==> config.mk <==
export PLATFORM = sky130hd
export DESIGN_NAME = fault_flag_and_irq_mask_bank
export DESIGN_NICKNAME = d
export VERILOG_FILES = /design/src/design/fault_irq_pkg.sv /design/src/design/fault_flag_and_irq_mask_bank.sv /design/src/design/pin_filter.sv
export VERILOG_INCLUDE_DIRS = /design/src /design/src/design
export SDC_FILE = /design/constraint.sdc
export NUM_CORES = 1
export LEC_CHECK = 0
export BUFFER_PORTS_ARGS = -buffer_cell sky130_fd_sc_hd__buf_2
export CAP_MARGIN = 20
export CORE_ASPECT_RATIO = 0.9
export CORE_MARGIN = 4
export CORE_UTILIZATION = 40
export DETAILED_ROUTE_END_ITERATION = 8
export PLACE_DENSITY_LB_ADDON = 0.2
export SLEW_MARGIN = 30
export SYNTH_ARGS = -nofsm -noshare
export SYNTH_HDL_FRONTEND = slang
export SYNTH_SLANG_ARGS = --single-unit
==> constraint.sdc <==
create_clock -name i_clk -period 4 [get_ports i_clk]
set_clock_uncertainty 0.15 [all_clocks]
set_input_delay 0.8 -clock i_clk [delete_from_list [all_inputs] [get_ports i_clk]]
set_output_delay 0.8 -clock i_clk [all_outputs]
set_load 0.02 [all_outputs]
==> src/design/fault_irq_regs.svh <==
// register offsets, field positions, reset values and timing counts
`ifndef FAULT_IRQ_REGS_SVH
`define FAULT_IRQ_REGS_SVH

// ==========================================
// register offsets
`define OFS_FAULT_IRQ_MASK_FIRST 8'h0C
`define OFS_FAULT_FLAGS_SECOND 8'h0D
`define OFS_FAULT_IRQ_MASK_SECOND 8'h0E

// ==========================================
// reset values
`define RST_FAULT_IRQ_MASK_FIRST 8'h00
`define RST_FAULT_FLAGS_SECOND 8'h00
`define RST_FAULT_IRQ_MASK_SECOND 8'h00
`define RST_READ_DATA 8'h00

// ==========================================
// bit positions, first mask register
`define BIT_INPUT_OVERVOLT 7
`define BIT_INPUT_PULLDOWN 6
`define BIT_BUS_PULLDOWN 5
`define BIT_DROP_OVERVOLT 4
`define BIT_BUS_OVERVOLT 3
`define BIT_BUS_OVERCURRENT 2
`define BIT_UNDERCURRENT_RISE 1
`define BIT_UNDERCURRENT_FALL 0

// ==========================================
// bit positions, second flag and mask registers
`define BIT_BATTERY_OVERVOLT 7
`define BIT_BATTERY_OVERCURRENT 6
`define BIT_VOLT_REGULATION 5
`define BIT_CURRENT_REGULATION 4
`define BIT_DIE_OVERTEMP 3
`define BIT_BUS_LOW 2
`define BIT_BUS_HIGH 1
`define BIT_CONVERTER_OVERCURRENT 0

// ==========================================
// interrupt pulse length on the pin, in clock cycles
`define IRQ_PULSE_CYCLES 64

`endif

==> src/design/fault_irq_pkg.sv <==
// types shared by the fault flag and interrupt mask bank
package fault_irq_pkg;

  // ==========================================
  // interrupt pin sequencer states, gray coded
  typedef enum logic {
    IRQ_IDLE = 1'b0,
    IRQ_LOW = 1'b1
  } irq_state_t;

  typedef logic [7:0] reg_byte_t;

endpackage : fault_irq_pkg

==> src/design/fault_flag_and_irq_mask_bank.sv <==
// fault flags, interrupt masks and interrupt pin for the charger fault bank
//
// Function
// mask bit 0 lets its event interrupt; mask bit 1 suppresses it
// a masked event still sets its flag but gives no interrupt
// every mask bit is read/write and resets to 0
// first mask: input ov, input pulldown, bus pulldown, drop ov, bus ov/oc, ucp
// second mask: batt ov, batt oc, vreg, ireg, overtemp, low, high, conv oc
// second flag register uses the same bit order as second mask
// second flag register is read-to-clear and resets to all zeros
// battery overvolt flag sets on fault; read clears only after fault gone
// battery overcurrent flag sets on fault; any read clears it
// regulation flags set on regulation; read clears once regulation ended
// die overtemp flag sets on fault; read clears only after it is gone
// bus-low flag: ratio below twice low limit divider, limit in bypass
// bus-high flag: ratio above twice high limit divider, limit in bypass
// converter overcurrent: charge then discharge fet ocp in divider mode
// first mask register sits at offset 0x0C and resets to zeros
// interrupt pin pulses low when a flag newly sets with mask 0
`timescale 1ns/100ps
`include "fault_irq_regs.svh"
module fault_flag_and_irq_mask_bank
  import fault_irq_pkg::*;
#(
  parameter int IRQ_PULSE_CYCLES = `IRQ_PULSE_CYCLES
) (
  input wire logic i_clk,
  input wire logic i_reset,
  input wire logic [7:0] i_reg_addr,
  input wire logic i_reg_wr,
  input wire logic i_reg_rd,
  input wire logic [7:0] i_reg_wdata,
  output logic [7:0] o_reg_rdata,
  input wire logic i_divider_mode,
  input wire logic [7:0] i_first_group_flag_new,
  input wire logic i_battery_overvolt,
  input wire logic i_battery_overcurrent,
  input wire logic i_volt_regulation,
  input wire logic i_current_regulation,
  input wire logic i_die_overtemp,
  input wire logic i_ratio_below_low,
  input wire logic i_ratio_below_twice_low,
  input wire logic i_ratio_above_high,
  input wire logic i_ratio_above_twice_high,
  input wire logic i_charge_switch_fet_ocp,
  input wire logic i_discharge_switch_fet_ocp,
  output logic [7:0] o_fault_irq_mask_first,
  output logic o_irq_out_low
);

  // ==========================================
  // detector inputs, synchronised
  logic [10:0] det_async;
  logic [10:0] det;
  logic [10:0] det_prev;
  logic [10:0] next_det_prev;

  assign det_async = {i_battery_overvolt, i_battery_overcurrent,
                      i_volt_regulation, i_current_regulation,
                      i_die_overtemp, i_ratio_below_low,
                      i_ratio_below_twice_low, i_ratio_above_high,
                      i_ratio_above_twice_high, i_charge_switch_fet_ocp,
                      i_discharge_switch_fet_ocp};

  pin_filter #(
    .WIDTH(11)
  ) u_pin_filter (
    .i_clk(i_clk),
    .i_reset(i_reset),
    .i_async(det_async),
    .o_level(det)
  );

  // rising edge of a filtered detector level
  function automatic logic rose(input logic now, input logic prev);
    rose = now & ~prev;
  endfunction : rose

  // ==========================================
  // state
  reg_byte_t fault_irq_mask_first;
  reg_byte_t fault_irq_mask_second;
  reg_byte_t fault_flags_second;
  reg_byte_t read_data;
  logic charge_ocp_seen;
  irq_state_t irq_state;
  logic [15:0] irq_count;

  reg_byte_t next_fault_irq_mask_first;
  reg_byte_t next_fault_irq_mask_second;
  reg_byte_t next_fault_flags_second;
  reg_byte_t next_read_data;
  logic next_charge_ocp_seen;
  irq_state_t next_irq_state;
  logic [15:0] next_irq_count;

  // ==========================================
  // fault conditions and set events
  reg_byte_t cond;
  reg_byte_t set_vec;
  reg_byte_t clear_ok;
  reg_byte_t new_second;
  reg_byte_t new_first;
  logic conv_event;
  logic read_flags;
  logic irq_trigger;

  // the ratio comparators give both thresholds; mode picks which counts
  always_comb begin
    cond = '0;
    cond[`BIT_BATTERY_OVERVOLT] = det[10];
    cond[`BIT_BATTERY_OVERCURRENT] = det[9];
    cond[`BIT_VOLT_REGULATION] = det[8];
    cond[`BIT_CURRENT_REGULATION] = det[7];
    cond[`BIT_DIE_OVERTEMP] = det[6];
    cond[`BIT_BUS_LOW] = i_divider_mode ? det[4] : det[5];
    cond[`BIT_BUS_HIGH] = i_divider_mode ? det[2] : det[3];
    cond[`BIT_CONVERTER_OVERCURRENT] = 1'b0;
  end

  // converter ocp needs a charge fet trip followed by a discharge fet trip
  always_comb begin
    conv_event = i_divider_mode & charge_ocp_seen
                 & rose(det[0], det_prev[0]);
    next_charge_ocp_seen = charge_ocp_seen;
    if (!i_divider_mode || conv_event) begin
      next_charge_ocp_seen = 1'b0;
    end else if (rose(det[1], det_prev[1])) begin
      next_charge_ocp_seen = 1'b1;
    end
    next_det_prev = det;
  end

  // level bits hold while the fault lasts; edge bits clear on any read
  always_comb begin
    read_flags = i_reg_rd && (i_reg_addr == `OFS_FAULT_FLAGS_SECOND);
    set_vec = cond;
    set_vec[`BIT_BATTERY_OVERCURRENT] =
      rose(det[9], det_prev[9]);
    set_vec[`BIT_CONVERTER_OVERCURRENT] = conv_event;
    clear_ok = ~cond;
    clear_ok[`BIT_BATTERY_OVERCURRENT] = 1'b1;
    clear_ok[`BIT_CONVERTER_OVERCURRENT] = 1'b1;
    // a set in the same cycle as the read wins over the clear
    next_fault_flags_second = set_vec |
      (fault_flags_second & ~(read_flags ? clear_ok : 8'h00));
  end

  // ==========================================
  // register port: mask writes and read data capture
  always_comb begin
    next_fault_irq_mask_first = fault_irq_mask_first;
    next_fault_irq_mask_second = fault_irq_mask_second;
    next_read_data = read_data;
    if (i_reg_wr) begin
      case (i_reg_addr)
        `OFS_FAULT_IRQ_MASK_FIRST: begin
          next_fault_irq_mask_first = i_reg_wdata;
        end
        `OFS_FAULT_IRQ_MASK_SECOND: begin
          next_fault_irq_mask_second = i_reg_wdata;
        end
        default: begin
          // flag register and unmapped offsets ignore writes
        end
      endcase
    end
    // the value read is the one before the read clears it
    if (i_reg_rd) begin
      case (i_reg_addr)
        `OFS_FAULT_IRQ_MASK_FIRST: next_read_data = fault_irq_mask_first;
        `OFS_FAULT_FLAGS_SECOND: next_read_data = fault_flags_second;
        `OFS_FAULT_IRQ_MASK_SECOND: next_read_data = fault_irq_mask_second;
        default: next_read_data = `RST_READ_DATA;
      endcase
    end
  end

  // ==========================================
  // interrupt request: newly set flags whose mask bit is 0
  always_comb begin
    new_second = next_fault_flags_second & ~fault_flags_second
                 & ~fault_irq_mask_second;
    new_first = i_first_group_flag_new & ~fault_irq_mask_first;
    irq_trigger = (|new_second) | (|new_first);
  end

  // a fresh event during a pulse restarts it, so none is merged silently
  always_comb begin
    next_irq_state = irq_state;
    next_irq_count = irq_count;
    case (irq_state)
      IRQ_IDLE: begin
        if (irq_trigger) begin
          next_irq_state = IRQ_LOW;
          next_irq_count = 16'(IRQ_PULSE_CYCLES - 1);
        end
      end
      IRQ_LOW: begin
        if (irq_trigger) begin
          next_irq_count = 16'(IRQ_PULSE_CYCLES - 1);
        end else if (irq_count == 16'h0000) begin
          next_irq_state = IRQ_IDLE;
        end else begin
          next_irq_count = irq_count - 16'h0001;
        end
      end
      default: begin
        next_irq_state = IRQ_IDLE;
        next_irq_count = 16'h0000;
      end
    endcase
  end

  // ==========================================
  // registers
  always_ff @(posedge i_clk or posedge i_reset) begin
    if (i_reset) begin
      fault_irq_mask_first <= `RST_FAULT_IRQ_MASK_FIRST;
      fault_irq_mask_second <= `RST_FAULT_IRQ_MASK_SECOND;
      fault_flags_second <= `RST_FAULT_FLAGS_SECOND;
      read_data <= `RST_READ_DATA;
      charge_ocp_seen <= 1'b0;
      det_prev <= '0;
      irq_state <= IRQ_IDLE;
      irq_count <= 16'h0000;
    end else begin
      fault_irq_mask_first <= next_fault_irq_mask_first;
      fault_irq_mask_second <= next_fault_irq_mask_second;
      fault_flags_second <= next_fault_flags_second;
      read_data <= next_read_data;
      charge_ocp_seen <= next_charge_ocp_seen;
      det_prev <= next_det_prev;
      irq_state <= next_irq_state;
      irq_count <= next_irq_count;
    end
  end

  assign o_reg_rdata = read_data;
  assign o_fault_irq_mask_first = fault_irq_mask_first;
  assign o_irq_out_low = (irq_state != IRQ_LOW);

endmodule : fault_flag_and_irq_mask_bank

==> src/design/pin_filter.sv <==
// three-stage synchroniser with agreement filter for detector inputs
`timescale 1ns/100ps
module pin_filter #(
  parameter int WIDTH = 11
) (
  input wire logic i_clk,
  input wire logic i_reset,
  input wire logic [WIDTH-1:0] i_async,
  output logic [WIDTH-1:0] o_level
);

  logic [WIDTH-1:0] stage1;
  logic [WIDTH-1:0] stage2;
  logic [WIDTH-1:0] stage3;
  logic [WIDTH-1:0] level;
  logic [WIDTH-1:0] next_level;

  // ==========================================
  // a bit only moves once stages two and three agree, so a metastable
  // settle in stage one cannot reach the flags
  always_comb begin
    next_level = (stage2 & stage3) | (level & (stage2 | stage3));
  end

  always_ff @(posedge i_clk or posedge i_reset) begin
    if (i_reset) begin
      stage1 <= '0;
      stage2 <= '0;
      stage3 <= '0;
      level <= '0;
    end else begin
      stage1 <= i_async;
      stage2 <= stage1;
      stage3 <= stage2;
      level <= next_level;
    end
  end

  assign o_level = level;

endmodule : pin_filter

==> metrics.txt <==
Die ar.=around 0.011 mm^2; critical path class=input pin to flip-flop; Net Switching=0.4223 mW; first-pass GRT wire length=11,570 um; area leader, netlist=dfrtp_1; Ports=57; Initial Util=41.09%; setup TNS=0 ns; Diodes inserted=0; Total GRT Usage=a little over an eighth; async set-reset flop share out of synthesis=100.0%; Syn Std Cell Area=0.003766 mm^2; slowest cell on the critical path=a2111o_1; Slew @ Worst Pin=0.6750 ns; Max-Cap Viols=0; Vert. Die Dim=between 100 and 150 um; Gate power share=6.2%; layout cells sized above 1=roughly 27%; final hold viol count=0; DR WL/cell=about 14 um; leak pwr=2.002 nW; fin util=between 40% and 50%; CTS tree=built; routability cong.=~0.80; Final Slew Violations=0; Clk pwr share=33.4%; post-synth top area share=64.45%; First-pass DRT Iterations=4; number of synthesized flops with an enable pin=0; HPWL Detailed=just under 5000 um; Post-CTS Setup Inserts=0; crit path DAT=2.70 ns; Sw Share=24.24%; Post-CTS Resized=0; post-synthesis net count=339; sequential fraction of design power=slightly above 60%; FP Rows=33; P&R area growth vs syn=16.41%; Pint=1.320 mW; hold_buf cts=0; sequential-to-total area share from yosys stat=roughly 64%; prevailing post-synth register cell=dfrtp_1; largest net degree at the start of global routing=45; CP required=between 4 and 5 ns; FILL cells=~850; crit path capture type=flip-flop; die width=110.3 um; CORE AREA=0.009166 mm^2; Hold WC Path Type=flip-flop to flip-flop; Avg Vias per Cell=about 5.0; # nets final=403; CTS root buf=clkbuf_8; Critical Path Fanout Max=17; Mean Syn Cell Area=roughly 13 um^2; Worst slew margin=54.91%; DRC=0; FMAX=between 300 and 400 MHz; Mapped Cells=298; Finish-stage setup viols=0; RSZ-0062 raised after global routing=false; GRT Residual Overflow=0; clk buf depth=2; Top delay family on crit path=compound AO/OA/AOI/OAI gates; number of buffers added on ports=56; DRT iter0 DRCs=89; pwr/cell area=397.5 mW/mm^2; Routed Antenna Nets=0; CP max stage delay=0.61 ns; Yosys warning total=0; final WL=7045 um; fin crit share=65.26%; synth top area cells=dfrtp_1 64%, mux2_2 4.5%, nor2_1 3.0%, maj3_1 2.9%, mux2i_1 2.9%; cts bufs inserted=9; Netlist cell types=50; status=finished, final reports clean; vias in the first global route=~2.3k; Bufs and invs on worst path=1; Worst VDD drop=0.1728 mV; clk sinks=97; DR vias=2,421; H-tree lvl count=3; initial antenna violation count=0; Clock transition at path regs=0.09 ns; worst path cell trace=buf_2 > nor2b_1 > a2111oi_1 > o311ai_1 > a2111o_1 > or3_1; clk_lat worst skew=0.36 ns; synthesized flop and latch total=slightly below 100; Final Critical Period=around 2.6 ns; Worst Setup Start Kind=input pin
-- power by group through the flow --
stage               sequential [mW]  clock (mW)  combinational (mW)
detailed placement             1.07           0               0.109
finish                         1.05       0.581               0.107
floorplan                      1.07           0              0.0632
global placement               1.07           0               0.107
CTS                            1.05       0.607               0.110
global route                   1.06       0.649               0.121
-- synthesized netlist by cell type, types with 6 or more instances --
cell,instances
nor2b_1,6
dfrtp_1,97
o22ai_1,8
o21ai_0,6
nor2_1,30
mux2_2,15
maj3_1,11
a21oi_1,11
nand2_1,13
inv_1,17
a21o_1,6
mux2i_1,11
-- stage by stage --
step / total power, mW / hold WS (ns) / std cells / cell area, um^2 / setup WS (ns)
after detailed placement: 1.184 / 0.1855 / 473 / 4205 / 0.9754
after CTS: 1.771 / 0.2068 / 489 / 4384 / 1.390
after global routing: 1.830 / 0.2122 / 489 / 4384 / 1.279
after global placement: 1.181 / 0.1824 / 473 / 4205 / 1.018
final: 1.743 / 0.2031 / 489 / 4384 / 1.390
after floorplan: 1.134 / 0.1812 / 298 / 3766 / 0.5163
-- logic make-up after synthesis --
logic type | count (synthesis) | synth area share, %
XOR/XNOR | 5 | 1.163
multiplexers | 27 | 7.807
flip-flops | 97 | 64.45
AND/OR/NAND/NOR | 86 | 12.19
AO/OA/AOI/OAI | 48 | 8.771
adder cells (fa/ha/maj) | 12 | 3.256
buffers and inverters | 23 | 2.359
-- sequential cells by signal, summed over array words and instances, names as in the netlist, 11 cells and up --
signal,flops
u_pin_filter.stage1,11
u_pin_filter.stage2,11
irq_count,16
u_pin_filter.o_level,11
u_pin_filter.stage3,11
-- per-layer routing --
layer	global-route usage, %	share of wire, %	wire, um	vias up
li1	-	-	-	1180
met1	19.26	50	3512	1184
met2	20.01	43	3045	50
met3	5.273	5.6	398	7
met4	3.693	1.3	89	0
met5	0	0	0	-
-- layout by cell type (no fill, tap or decap), types with 2 or more instances in the layout --
cell         n
nor2_1      30
nand2b_1     3
nand3b_1     3
or3b_2       2
nand4b_1     4
o41ai_1      2
clkbuf_8    10
buf_4        3
o22ai_1      8
or4_1        3
inv_1       16
xor2_1       4
mux2_2      15
buf_2       56
nor3_2       2
clkinvlp_4   2
nor4_1       2
a21oi_1     11
dfrtp_1     97
nand2_1     13
mux2i_1     11
nor2b_1      6
or3_1        3
a21o_1       6
o21ai_0      6
maj3_1      11
nand3_1      5
nor3_1       4
inv_6        2
a211o_1      2
-- layout make-up --
cell class                 instances  area, um^2  share of cell area, %
multi-input combinational        178        1256                  28.65
timing repair buffer              59       302.8                  6.906
tap                              122       152.6                  3.482
clock inverter                     5       37.54                 0.8562
inverter                          17       66.31                  1.513
clock buffer                      11       141.4                  3.225
sequential                        97        2427                  55.37
-- worst paths after layout --
| kind | slack [ns] | depth (start not counted) | end | from |
|---|---|---|---|---|
| worst max register to register | 1.56 | 5 | irq_count[4] | o_fault_irq_mask_first[5] |
| worst max-delay path | 1.39 | 6 | irq_count[4] | i_first_group_flag_new[5] |
| max in group asynchronous | 2.61 | 3 | o_reg_rdata[6] | i_reset |
| worst min register to register | 0.20 | 0 | u_pin_filter.stage2[5] | u_pin_filter.stage1[5] |
| min in group asynchronous | 0.34 | 2 | fault_flags_second[6] | i_reset |
| worst min-delay path | 0.20 | 0 | u_pin_filter.stage2[5] | u_pin_filter.stage1[5] |
Power figures use the tool's default switching activity.
